--- config.mk ---
export PLATFORM = sky130hd
export DESIGN_NAME = dctpg_top
export DESIGN_NICKNAME = d
export VERILOG_FILES = /design/src/design/dctpg_pkg.sv /design/src/design/dctpg_top.sv
export SDC_FILE = /design/constraint.sdc
export NUM_CORES = 1
export LEC_CHECK = 0
export ABC_AREA = 1
export BUFFER_PORTS_ARGS = -buffer_cell sky130_fd_sc_hd__buf_2
export CAP_MARGIN = 0
export CORE_MARGIN = 3
export CORE_UTILIZATION = 29
export DETAILED_ROUTE_END_ITERATION = 10
export GPL_ROUTABILITY_DRIVEN = 0
export GPL_TIMING_DRIVEN = 0
export PLACE_DENSITY = 0.57
export SLEW_MARGIN = 20
export SYNTH_ARGS = -nofsm -noshare
export SYNTH_HDL_FRONTEND = slang
export SYNTH_SLANG_ARGS = --single-unit
--- constraint.sdc ---
create_clock -name ref_clk_i -period 3.6 [get_ports ref_clk_i]
set_input_delay 0.72 -clock ref_clk_i [delete_from_list [all_inputs] [get_ports ref_clk_i]]
set_output_delay 0.72 -clock ref_clk_i [all_outputs]
set_load 0.01 [all_outputs]
--- src/design/dctpg_pkg.sv ---
// Package with constants for the data channel test pattern generator.
package dctpg_pkg;

   // Structure defaults.
   localparam int NUM_CH = 4;
   localparam int WORD_W = 10;

   // Register byte offsets; seed registers follow one word per channel.
   localparam logic [11:0] CTRL_OFS = 12'h000;
   localparam logic [11:0] STAT_OFS = 12'h004;
   localparam logic [11:0] SEED_OFS = 12'h010;
   localparam logic [11:0] SEED_STRIDE = 12'h004;

   // Control register bit positions and reset value.
   localparam int CTRL_SYNTH_BIT = 0;
   localparam int CTRL_COUNT_BIT = 1;
   localparam int CTRL_PRBS_BIT = 2;
   localparam int CTRL_FRAMED_BIT = 3;
   localparam logic [3:0] CTRL_RST = 4'h8;

   // Status register bit positions.
   localparam int STAT_OVR_BIT = 0;
   localparam int STAT_WIN_BIT = 1;
   localparam int STAT_TEST_BIT = 2;

   // Seed reset value, nonzero so the random generator never sticks.
   localparam logic [WORD_W-1:0] SEED_RST = 10'h001;

   // Line coding words and polynomials.
   localparam logic [WORD_W-1:0] TRAIN_WORD = 10'h3a6;
   localparam logic [WORD_W-1:0] CRC_POLY = 10'h233;
   localparam logic [WORD_W-1:0] LFSR_TAPS = 10'h240;

   // Synchroniser depth for every input from the word clock domain.
   localparam int SYNC_STAGES = 2;

endpackage

--- src/design/dctpg_top.sv ---
// Data channel test pattern generator with APB registers and an output buffer.
`timescale 1ns/1ps
`default_nettype none

module dctpg_top #(
   parameter int NUM_CH = dctpg_pkg::NUM_CH,
   parameter int WORD_W = dctpg_pkg::WORD_W
) (
   // Clock and reset.
   input wire logic ref_clk_i,
   input wire logic arst_n_i,
   // APB slave.
   input wire logic psel_i,
   input wire logic penable_i,
   input wire logic pwrite_i,
   input wire logic [11:0] paddr_i,
   input wire logic [31:0] pwdata_i,
   output logic [31:0] prdata_o,
   output logic pready_o,
   output logic pslverr_o,
   // Word clock domain inputs from the readout path.
   input wire logic word_clk_i,
   input wire logic window_i,
   input wire logic line_start_i,
   input wire logic crc_slot_i,
   input wire logic [NUM_CH*WORD_W-1:0] pix_data_i,
   input wire logic [WORD_W-1:0] sync_code_i,
   // Output word stream toward the serialisers.
   output logic out_valid_o,
   input wire logic out_ready_i,
   output logic [NUM_CH*WORD_W-1:0] out_data_o,
   output logic [WORD_W-1:0] out_sync_o
);

   localparam int LINK_W = 4 + NUM_CH * WORD_W + WORD_W;
   localparam int BUF_W = NUM_CH * WORD_W + WORD_W;

   // CRC of one word folded into a running value, one bit per step.
   function automatic logic [WORD_W-1:0] crc_next(input logic [WORD_W-1:0] c,
                                                  input logic [WORD_W-1:0] w);
      logic [WORD_W-1:0] r;
      logic fb;
      r = c;
      for (int b = WORD_W - 1; b >= 0; b--) begin
         fb = r[WORD_W-1] ^ w[b];
         r = {r[WORD_W-2:0], 1'b0};
         if (fb) begin
            r = r ^ dctpg_pkg::CRC_POLY;
         end
      end
      return r;
   endfunction

   // Galois shift register step; an all-zero state stays zero.
   function automatic logic [WORD_W-1:0] lfsr_next(input logic [WORD_W-1:0] s);
      logic [WORD_W-1:0] r;
      r = {1'b0, s[WORD_W-1:1]};
      if (s[0]) begin
         r = r ^ dctpg_pkg::LFSR_TAPS;
      end
      return r;
   endfunction

   // Crossing from the word clock domain.
   // Every link bit, the word clock included, passes the same two stages,
   // so a word and its clock edge reach the logic in the same cycle.
   logic [LINK_W-1:0] link_raw;
   logic [LINK_W-1:0] sync1_q;
   logic [LINK_W-1:0] sync2_q;
   logic wclk_prev_q;
   logic word_stb;
   logic win_s;
   logic lstart_s;
   logic crcslot_s;
   logic [NUM_CH*WORD_W-1:0] pix_s;
   logic [WORD_W-1:0] sync_s;

   assign link_raw = {word_clk_i, window_i, line_start_i, crc_slot_i, pix_data_i, sync_code_i};

   // Two flip-flops per bit; the data is stable around the word clock rising edge,
   // and the slow word clock leaves several cycles for it to settle.
   genvar gs;
   generate
      for (gs = 0; gs < LINK_W; gs++) begin : g_sync
         always_ff @(posedge ref_clk_i or negedge arst_n_i) begin
            if (!arst_n_i) begin
               sync1_q[gs] <= 1'b0;
               sync2_q[gs] <= 1'b0;
            end else begin
               sync1_q[gs] <= link_raw[gs];
               sync2_q[gs] <= sync1_q[gs];
            end
         end
      end
   endgenerate

   // Edge detector on the synchronised word clock.
   // It resets low, the idle level of the word clock, so no false word follows reset.
   always_ff @(posedge ref_clk_i or negedge arst_n_i) begin
      if (!arst_n_i) begin
         wclk_prev_q <= 1'b0;
      end else begin
         wclk_prev_q <= sync2_q[LINK_W-1];
      end
   end

   assign word_stb = sync2_q[LINK_W-1] & ~wclk_prev_q;
   assign win_s = sync2_q[LINK_W-2];
   assign lstart_s = sync2_q[LINK_W-3];
   assign crcslot_s = sync2_q[LINK_W-4];
   assign pix_s = sync2_q[NUM_CH*WORD_W+WORD_W-1:WORD_W];
   assign sync_s = sync2_q[WORD_W-1:0];

   // Register file over APB.
   // Seeds and mode bits live here; the generators reload from them while idle.
   // Writes land only on mapped addresses, so a stray write changes nothing.
   logic [3:0] ctrl_q;
   logic [WORD_W-1:0] seed_q [NUM_CH];
   logic ovr_q;
   logic [31:0] rdata_d;
   logic [31:0] rdata_q;
   logic hit_d;
   logic hit_q;
   logic wr_en;
   logic synth_en;
   logic count_sel;
   logic prbs_sel;
   logic framed;
   logic test_on;
   logic push;
   logic push_ok;
   logic buf_in_ready;

   assign synth_en = ctrl_q[dctpg_pkg::CTRL_SYNTH_BIT];
   assign count_sel = ctrl_q[dctpg_pkg::CTRL_COUNT_BIT];
   assign prbs_sel = ctrl_q[dctpg_pkg::CTRL_PRBS_BIT];
   assign framed = ctrl_q[dctpg_pkg::CTRL_FRAMED_BIT];
   assign test_on = prbs_sel | synth_en;
   assign wr_en = psel_i & penable_i & pwrite_i & hit_q;

   // Address decode and read mux, evaluated in the setup phase.
   always_comb begin
      rdata_d = 32'h0000_0000;
      hit_d = 1'b0;
      if (paddr_i == dctpg_pkg::CTRL_OFS) begin
         hit_d = 1'b1;
         rdata_d[3:0] = ctrl_q;
      end else if (paddr_i == dctpg_pkg::STAT_OFS) begin
         hit_d = 1'b1;
         rdata_d[dctpg_pkg::STAT_OVR_BIT] = ovr_q;
         rdata_d[dctpg_pkg::STAT_WIN_BIT] = win_s;
         rdata_d[dctpg_pkg::STAT_TEST_BIT] = test_on;
      end
      for (int i = 0; i < NUM_CH; i++) begin
         if (paddr_i == 12'(dctpg_pkg::SEED_OFS + 12'(i) * dctpg_pkg::SEED_STRIDE)) begin
            hit_d = 1'b1;
            rdata_d[WORD_W-1:0] = seed_q[i];
         end
      end
   end

   // Read data and decode result are caught in the setup phase and held
   // through the access phase, so the answer comes from flip-flops.
   always_ff @(posedge ref_clk_i or negedge arst_n_i) begin
      if (!arst_n_i) begin
         rdata_q <= 32'h0000_0000;
         hit_q <= 1'b0;
      end else if (psel_i & ~penable_i) begin
         rdata_q <= pwrite_i ? 32'h0000_0000 : rdata_d;
         hit_q <= hit_d;
      end
   end

   // No wait states: decode settled in the setup phase, so each access ends at once.
   assign pready_o = psel_i & penable_i;
   // An unmapped address answers with an error, ignores writes and reads as zero.
   assign pslverr_o = psel_i & penable_i & ~hit_q;
   assign prdata_o = rdata_q;

   // Control register.
   always_ff @(posedge ref_clk_i or negedge arst_n_i) begin
      if (!arst_n_i) begin
         ctrl_q <= dctpg_pkg::CTRL_RST;
      end else if (wr_en && paddr_i == dctpg_pkg::CTRL_OFS) begin
         ctrl_q <= pwdata_i[3:0];
      end
   end

   // Per-channel seed words, one register each.
   always_ff @(posedge ref_clk_i or negedge arst_n_i) begin
      if (!arst_n_i) begin
         for (int i = 0; i < NUM_CH; i++) begin
            seed_q[i] <= dctpg_pkg::SEED_RST;
         end
      end else begin
         for (int i = 0; i < NUM_CH; i++) begin
            if (wr_en &&
                paddr_i == 12'(dctpg_pkg::SEED_OFS + 12'(i) * dctpg_pkg::SEED_STRIDE)) begin
               seed_q[i] <= pwdata_i[WORD_W-1:0];
            end
         end
      end
   end

   // Sticky overrun flag, write one to clear; a new overrun wins over the clear.
   always_ff @(posedge ref_clk_i or negedge arst_n_i) begin
      if (!arst_n_i) begin
         ovr_q <= 1'b0;
      end else if (word_stb & ~buf_in_ready) begin
         ovr_q <= 1'b1;
      end else if (wr_en && paddr_i == dctpg_pkg::STAT_OFS &&
                   pwdata_i[dctpg_pkg::STAT_OVR_BIT]) begin
         ovr_q <= 1'b0;
      end
   end

   // Per-channel word generation.
   // Each channel has its own counter, random generator and running CRC,
   // so no channel ever depends on another's state.
   // A word is taken from the link only when the buffer can hold it; a word
   // arriving while the buffer is full is dropped and flagged, and the
   // generators stall so the pattern sequence stays unbroken for the receiver.
   assign push = word_stb;
   assign push_ok = push & buf_in_ready;

   logic [NUM_CH*WORD_W-1:0] gen_data;

   genvar gc;
   generate
      for (gc = 0; gc < NUM_CH; gc++) begin : g_ch
         logic [WORD_W-1:0] inc_q;
         logic [WORD_W-1:0] lfsr_q;
         logic [WORD_W-1:0] crc_q;
         logic [WORD_W-1:0] inc_word;
         logic [WORD_W-1:0] pix_word;
         logic [WORD_W-1:0] gen_word;
         logic [WORD_W-1:0] out_word;
         logic inc_mode;
         logic in_data;
         logic gen_used;

         assign pix_word = pix_s[gc*WORD_W +: WORD_W];
         assign inc_mode = synth_en & count_sel & ~prbs_sel;
         // Line start reloads the counter when the stream is framed.
         assign inc_word = (framed & lstart_s) ? seed_q[gc] : inc_q;

         // Source word selection; the random generator wins over all else.
         always_comb begin
            if (prbs_sel) begin
               gen_word = lfsr_q;
            end else if (!synth_en) begin
               gen_word = pix_word;
            end else if (count_sel) begin
               gen_word = inc_word;
            end else begin
               gen_word = seed_q[gc];
            end
         end

         // Framing of the line: training words outside the window, CRC in its slot, or a random word there while the random generator is selected.
         // Unframed test output carries no training or CRC words, only pattern words.
         assign in_data = (!test_on || framed) ? (win_s & ~crcslot_s) : 1'b1;
         always_comb begin
            if (test_on && !framed) begin
               out_word = gen_word;
            end else if (crcslot_s) begin
               out_word = prbs_sel ? lfsr_q : crc_q;
            end else if (win_s) begin
               out_word = gen_word;
            end else begin
               out_word = dctpg_pkg::TRAIN_WORD;
            end
         end

         assign gen_used = in_data | (prbs_sel & crcslot_s);
         assign gen_data[gc*WORD_W +: WORD_W] = out_word;

         // Incrementing counter, as wide as the pixel word.
         // Dropped words do not advance it, so the receiver sees an unbroken count.
         always_ff @(posedge ref_clk_i or negedge arst_n_i) begin
            if (!arst_n_i) begin
               inc_q <= dctpg_pkg::SEED_RST;
            end else if (!inc_mode) begin
               inc_q <= seed_q[gc];
            end else if (push_ok && gen_used) begin
               if (inc_word == {WORD_W{1'b1}}) begin
                  inc_q <= seed_q[gc];
               end else begin
                  inc_q <= inc_word + 1'b1;
               end
            end
         end

         // Pseudo-random generator, reloaded from this channel's seed while idle.
         // A zero seed locks it at zero; software is expected to avoid that.
         // It also advances on the CRC slot, which carries one more random word.
         always_ff @(posedge ref_clk_i or negedge arst_n_i) begin
            if (!arst_n_i) begin
               lfsr_q <= dctpg_pkg::SEED_RST;
            end else if (!prbs_sel) begin
               lfsr_q <= seed_q[gc];
            end else if (push_ok && gen_used) begin
               lfsr_q <= lfsr_next(lfsr_q);
            end
         end

         // Running CRC over the data words of a line, cleared after its slot.
         // Restarting at each line start keeps one bad line from spoiling the next.
         always_ff @(posedge ref_clk_i or negedge arst_n_i) begin
            if (!arst_n_i) begin
               crc_q <= '0;
            end else if (push_ok) begin
               if (crcslot_s) begin
                  crc_q <= '0;
               end else if (win_s) begin
                  crc_q <= crc_next(lstart_s ? '0 : crc_q, out_word);
               end
            end
         end
      end
   endgenerate

   // Two-entry output buffer.
   // Two entries let one word wait while the next arrives, so a short
   // receiver stall costs nothing; a longer one is flagged as overrun.
   logic [BUF_W-1:0] buf_mem [2];
   logic wr_ptr_q;
   logic rd_ptr_q;
   logic [1:0] cnt_q;
   logic pop;

   assign buf_in_ready = (cnt_q != 2'd2);
   assign out_valid_o = (cnt_q != 2'd0);
   assign pop = out_valid_o & out_ready_i;

   // Storage; the sync code rides beside the data unchanged.
   always_ff @(posedge ref_clk_i or negedge arst_n_i) begin
      if (!arst_n_i) begin
         buf_mem[0] <= '0;
         buf_mem[1] <= '0;
      end else if (push_ok) begin
         buf_mem[wr_ptr_q] <= {gen_data, sync_s};
      end
   end

   // Pointers and fill count.
   // A push and a pop in one cycle leave the fill count unchanged.
   always_ff @(posedge ref_clk_i or negedge arst_n_i) begin
      if (!arst_n_i) begin
         wr_ptr_q <= 1'b0;
         rd_ptr_q <= 1'b0;
         cnt_q <= 2'd0;
      end else begin
         if (push_ok) begin
            wr_ptr_q <= ~wr_ptr_q;
         end
         if (pop) begin
            rd_ptr_q <= ~rd_ptr_q;
         end
         if (push_ok && !pop) begin
            cnt_q <= cnt_q + 2'd1;
         end else if (pop && !push_ok) begin
            cnt_q <= cnt_q - 2'd1;
         end
      end
   end

   assign out_data_o = buf_mem[rd_ptr_q][BUF_W-1:WORD_W];
   assign out_sync_o = buf_mem[rd_ptr_q][WORD_W-1:0];

endmodule

`default_nettype wire

==> results of run 1 <==
-- cells in the final DEF, fill, tap and decap left out, types with 47 or more instances in the layout --
master     instances
dfrtp_1          376
buf_2            176
o21ai_0          258
a21oi_1           92
clkbuf_16         47
nand3_1          127
o21ai_1           49
nand2_1          842
inv_1            274
clkbuf_1          77
nor2_1           125
-- cell families (layout without fill, tap and decap cells) --
group / count (synthesis) / count (layout)
AOI/OAI and AO/OA: 551 / 551
and+or+nand+nor: 1173 / 1173
buffers and inverters: 440 / 669
other: 1 / 23
adders and majority gates: 5 / 5
DFF: 389 / 389
xor gates and xnor gates: 48 / 48
-- synthesized netlist by cell type, types with 24 or more instances --
cell type  instances
nand2_1          842
dfrtp_1          376
inv_1            274
o21ai_0          258
nand3_1          127
nor2_1           126
a21oi_1           92
clkbuf_1          68
o21ai_1           49
o221ai_1          40
buf_2             33
xor2_1            33
o22ai_1           28
o211ai_1          26
o21ai_2           24
-- how the worst min path moves through the flow --
stage,slack (ns),from,end
2_1_floorplan,0.33,sync1_q[50],crcslot_s
3_3_place_gp,0.33,sync1_q[1],sync2_q[1]
3_5_place_dp,0.33,sync1_q[12],g_ch[0].pix_word[2]
4_1_cts,0.1,arst_n_i,lstart_s
5_1_grt,0.14,arst_n_i,lstart_s
6_report,0.11,arst_n_i,lstart_s
-- layer usage --
layer,vias to the layer above,share of wire (%)
li1,8819,-
met1,8833,45
met2,653,45
met3,142,6.8
met4,2,3.5
met5,-,0.014
-- worst max-delay path, stage by stage (launching register included) --
cell      delay, ns
dfrtp_1        0.36
buf_2          0.19
inv_2          0.23
nand2_2        0.20
buf_2          0.25
inv_1          0.10
nand2_1        0.19
inv_1          0.14
clkbuf_1       0.55
nand2_1        0.25
inv_2          0.16
buf_2          0.23
o21ai_0        0.13
o211ai_1       0.09
o21ai_0        0.10
-- flip-flops by register name (all words and copies together) (netlist names), 2 cells and up --
name           cells
cnt_q              2
sync1_q           54
g_ch.crc_q        40
seed_q            40
prdata_o          10
g_ch.lfsr_q       40
g_ch.inc_q        40
ctrl_q             4
g_ch.pix_word     40
buf_mem          100
sync2_q           11
-- power groups by stage --
stage / combinational [W] / clock [W] / sequential (W)
floorplan: 0.00311 / 0 / 0.00544
global placement: 0.00450 / 0 / 0.00553
detailed placement: 0.00456 / 0 / 0.00554
CTS: 0.00458 / 0.00485 / 0.00547
global route: 0.00523 / 0.00503 / 0.00555
finish: 0.00454 / 0.00474 / 0.00547
-- final cells by class --
cell class,count,area [um^2],area share (%)
repair buffers,148,841,3.54
plain buffers,141,752,3.16
diodes,1,2.50,0.0105
inverters,299,1120,4.72
flip-flops and latches,389,9750,41.0
multi-input cells,1799,8640,36.3
clock buffers,62,1280,5.40
clock inverters,19,220,0.926
well taps,931,1160,4.90
-- metrics by stage --
step	hold slack (ns)	power (W)	worst slack (ns)	std cells
after floorplan	0.331	0.00855	0.728	2628
after detailed placement	0.335	0.0101	-0.0848	3707
after global routing	0.138	0.0158	0.0364	3788
after global placement	0.334	0.0100	-6.35	3703
final	0.106	0.0148	0.275	3789
after CTS	0.0993	0.0149	0.210	3788
-- timing repair --
action	in CTS	in global routing
endpoints found under the setup margin	19	15
endpoints found under the hold margin	0	0
gates resized for setup	1	3
==> run_results.csv, run 1 <==
group,metric,value,unit
worst_setup_path,timing.rr.start,"ctrl_q[2]",
pwr,p_sw,0.00537,W
finish,final.fill_count,7333,
run_status,outcome,"completed",
clock_network,cts_setup_buffers,0,
sta,rsz0062_at_grt,"false",
sta,min_period,3.33,ns
die,ios,189,
yosys,synth_area_leaders,"dfrtp_1, nand2_1, o21ai_0",
clock_network,tritoncts,"yes",
yosys,synth.area.mux_share,0,%
yosys,synth_area_leader_cell,"dfrtp_1",
clock_network,cts-buffers-inserted,46,
global_route,grt_busiest_layer,"met2",
routing,wl,69.2,mm
finish,syn_to_final_growth,17.8,%
die,initial_core_util,29.4,%
clock_network,postCtsHoldBufs,0,
placed_design,placed_cell_area,0.0223,mm^2
yosys,synth_xor_area_share,2.31,%
global_route,grt_max_degree,92,
sta,clock.fmax,301,MHz
yosys,yosys.area_share.simple,23.9,%
die,core,0.0687,mm^2
routing,vias,18400,
worst_setup_path,critPathLaunch,"ctrl_q[2]",
sta,hold_viol,0,
worst_setup_path,setup.worst_path.class,"register to register",
yosys,synth_top_flop_cell,"dfrtp_1",
clock_network,cts.clk_slew.worst_paths,0.06,ns
worst_setup_path,path_max_fanout,10,
pwr,peakVddDrop,334,uV
clock_network,worstSkewPairLatency,0.60,ns
pwr,combPwrFrac,30.8,%
die,die_w,270,um
clock_network,root_buffer,"clkbuf_16",
sta,fin_skew,0.0208,ns
pwr,pwr-share-clk,32.1,%
die,rows,96,
yosys,async_reset_ff_share,100,%
die,die-area,0.0728,mm^2
global_route,track_usage,18.9,%
sta,timing.final.crit_share,92.4,%
sta,final-setup-viol-count,0,
placed_design,hpwl,52.5,mm
global_route,met3_usage,3.42,%
global_route,grt_pass1_vias,18200,
sta,maxSlewHeadroom,47.0,%
job,drv_cap,0,
routing,dr.first_iter.drc_count,1778,
routing,routedWlPerCell,18.3,um
worst_setup_path,reg2reg_slack,0.27,ns
placed_design,io_buffers,144,
min_path,worstHoldPathType,"input pin to asynchronous set/reset pin",
global_route,use_met2,29.8,%
yosys,synth_top_family_by_area,"simple AND/OR/NAND/NOR gates",
routing,firstDrtPassIters,6,
global_route,overflow,0,
yosys,avgSynthCellArea,7.74,um^2
worst_setup_path,worst-endpoint-arrival,3.78,ns
clock_network,cts-htree-levels,2,
yosys,synth-compound-area-share,15.9,%
yosys,seq_area_frac_synth,48.3,%
finish,layout-drive-gt1-share,13.4,%
yosys,syn_inst,2607,
yosys,ys_types,49,
finish,nets,2933,
worst_setup_path,crit_path_end_kind,"register",
pwr,p_int,0.00938,W
routing,drtAntennaViolNets,0,
routing,post-route-drc-count,0,
clock_network,clock_sinks,389,
worst_setup_path,crit_end,"g_ch[2].inc_q[2]",
global_route,antenna_found_initial,2,
global_route,grt_first_pass_wirelength,107,mm
finish,postLayoutCellArea,0.0238,mm^2
worst_setup_path,cp.required,4.06,ns
yosys,synthAdderAreaFrac,0.310,%
yosys,syn_area,0.0202,mm^2
global_route,grt_util_met1,26.0,%
routing,vias_per_cell,4.87,
pwr,p_sw_share,36.4,%
worst_setup_path,r2r-end,"g_ch[2].inc_q[2]",
pwr,powerDensity,620,mW/mm^2
sta,tightest_slew,0.795,ns
pwr,p_seq_share,37.1,%
clock_network,cts_buffer_depth,3,
finish,final_util,34.6,%
yosys,ys_seq_elements,389,
yosys,synth_top_cell_area_share,46.6,%
yosys,synth_edf_count,0,
sta,finalSetupTns,0,ns
worst_setup_path,start_kind,"register",
yosys,ys.warnings.count,0,
worst_setup_path,rr_worst_depth,14,
pwr,p_leak,11.8,nW
die,die_h,270,um
sta,slew_violations,0,
No activity file was read; power rests on OpenSTA's default activity.
==> inputs of run 2 (changes only) <==
--- a/config.mk
+++ b/config.mk
@@ -7,5 +7,5 @@
 export LEC_CHECK = 0
 export ABC_AREA = 1
-export BUFFER_PORTS_ARGS = -buffer_cell sky130_fd_sc_hd__buf_2
+export BUFFER_PORTS_ARGS = -buffer_cell sky130_fd_sc_hd__buf_4
 export CAP_MARGIN = 0
 export CORE_MARGIN = 3
==> constraint.sdc (replaced) <==
create_clock -name ref_clk_i -period 3.6 [get_ports ref_clk_i]
set_input_delay 0.18 -clock ref_clk_i [delete_from_list [all_inputs] [get_ports ref_clk_i]]
set_output_delay 0.18 -clock ref_clk_i [all_outputs]
set_load 0.01 [all_outputs]
==> run 2 against run 1 <==
Against the previous run: clock power increased by 3%; global-route usage rose by 0.25 points; largest power group unchanged; critical endpoint is now g_ch[0].inc_q[2]; critical path depth down 4; highest routed layer is now met4.
==> run_results.csv, run 2 (synthesized netlist as in run 1, its figures left out) <==
group,metric,value,unit
worst_setup_path,setup.worst_path.class,"register to register",
finish,num_antenna_cells,0,
finish,reg.largest.list,"buf_mem (100), sync1_q (54)",
worst_setup_path,rr_worst_depth,10,
sta,slew_violations,0,
sta,clock.fmax,300,MHz
worst_setup_path,critPathLaunch,"cnt_q[1]",
finish,final_common_cell,"nand2_1",
die,die-area,0.0728,mm^2
die,core,0.0687,mm^2
min_path,hold_depth,3,
pwr,p_leak,12.2,nW
sta,fin_skew,0.0384,ns
finish,most-common-layout-cells,"nand2_1, dfrtp_1, inv_1",
placed_design,io_buffers,144,
placed_design,hpwl,52.8,mm
min_path,worstHoldPathType,"input pin to register",
clock_network,cts-htree-levels,2,
routing,vias_per_cell,4.87,
worst_setup_path,timing.rr.start,"cnt_q[1]",
min_path,worstHoldStart,"pwdata_i[4]",
routing,post-route-drc-count,0,
clock_network,cts_setup_buffers,0,
die,die_w,270,um
worst_setup_path,cp.required,4.03,ns
run_status,outcome,"completed",
clock_network,root_buffer,"clkbuf_16",
clock_network,tritoncts,"yes",
sta,min_period,3.33,ns
finish,multi_input_area,0.00864,mm^2
die,ios,189,
routing,wl,70.5,mm
clock_network,cts.clk_slew.worst_paths,0.06,ns
die,rows,96,
finish,syn_to_final_growth,23.2,%
finish,final.fill_count,7305,
clock_network,worstSkewPairLatency,0.60,ns
routing,routedWlPerCell,18.3,um
pwr,powerDensity,613,mW/mm^2
clock_network,cts-buffers-inserted,47,
worst_setup_path,r2r-end,"g_ch[0].inc_q[2]",
routing,vias,18800,
sta,hold_viol,0,
finish,layout-drive-gt1-share,13.2,%
finish,final_util,36.2,%
global_route,grt_first_pass_wirelength,108,mm
sta,final-setup-viol-count,0,
finish,regMostFlops,"buf_mem",
pwr,peakVddDrop,335,uV
finish,postLayoutCellArea,0.0248,mm^2
sta,tightest_slew,0.862,ns
finish,nets,2998,
worst_setup_path,path_max_fanout,10,
clock_network,clock_sinks,389,
finish,seq_area,0.00975,mm^2
routing,drtAntennaViolNets,0,
routing,firstDrtPassIters,6,
job,drv_cap,0,
min_path,hold_end,"seed_q[24]",
clock_network,cts_buffer_depth,3,
worst_setup_path,crit_path_end_kind,"register",
worst_setup_path,start_kind,"register",
sta,rsz0062_at_grt,"false",
die,initial_core_util,29.4,%
global_route,track_usage,19.1,%
global_route,antenna_found_initial,0,
die,die_h,270,um
global_route,grt_pass1_vias,18400,
placed_design,placed_cell_area,0.0226,mm^2
global_route,grt_max_degree,92,
worst_setup_path,reg2reg_slack,0.27,ns
sta,maxSlewHeadroom,42.5,%
worst_setup_path,worst-endpoint-arrival,3.76,ns
sta,timing.final.crit_share,92.5,%
routing,dr.first_iter.drc_count,1844,
finish,largest_reg_flops,100,
global_route,overflow,0,
==> run 2: area by class of cell <==
type | instances | share of cell area (%)
buffer | 141 | 3.03
clock buffer | 68 | 5.46
clock inverter | 17 | 0.886
inverter | 299 | 4.52
multi-input combinational | 1799 | 34.8
sequential | 389 | 39.2
tap | 931 | 4.69
timing repair buffer | 212 | 7.40
==> run 2: through the flow <==
| stage | total power (W) | hold WS, ns | setup WS (ns) | std cells | setup TNS, ns |
|---|---|---|---|---|---|
| 2_1_floorplan | 0.00855 | -0.116 | 0.728 | 2628 | 0 |
| 3_3_place_gp | 0.0103 | 0.290 | -1.84 | 3703 | -660.05 |
| 3_5_place_dp | 0.0103 | 0.204 | -0.0312 | 3707 | -0.0510 |
| 4_1_cts | 0.0154 | 0.0111 | 0.267 | 3856 | 0 |
| 5_1_grt | 0.0163 | 0.0389 | 0.108 | 3856 | 0 |
| 6_report | 0.0152 | 0.0409 | 0.269 | 3856 | 0 |
==> run 2: worst max-delay path by stage <==
stage | to | slack, ns | cells after the start
floorplan | g_ch[0].inc_q[2] | 0.73 | 21
global placement | buf_mem[54] | -1.84 | 1
detailed placement | g_ch[0].inc_q[2] | -0.03 | 11
CTS | g_ch[0].inc_q[2] | 0.27 | 11
global route | g_ch[0].inc_q[2] | 0.11 | 21
finish | g_ch[0].inc_q[2] | 0.27 | 10
==> run 2: critical path, cell delays in order, from the launching register on <==
cell	delay, ns
dfrtp_1	0.34
inv_1	0.07
o21ai_1	0.61
inv_1	0.33
nand2_1	0.20
inv_2	0.12
nor2_2	0.46
inv_1	0.28
clkbuf_1	0.40
o211ai_1	0.22
o21ai_0	0.12
==> run 2: power breakdown <==
group,internal [W],leakage (nW),switching [W]
Clock,0.00291,0.769,0.00199
Combinational,0.00176,6.43,0.00309
Sequential,0.00513,4.97,0.000345
Total,0.00981,12.2,0.00542
==> run 2: timing repair <==
item | in CTS | in global routing
setup endpoints to repair | 2 | 5
hold buffers | 64 | 0
endpoints found under the hold margin | 144 | 0
cloned | 0 | 0
pin swaps | 0 | 0
resized for setup | 1 | 4
==> run 2: layer usage <==
metal	vias to the layer above	part of all wire (%)	track usage, %
met4	0	3.2	6.15
met1	9036	45	26.5
met2	645	45	30.8
met3	133	6.5	2.85
met5	-	0	0
li1	8949	-	-
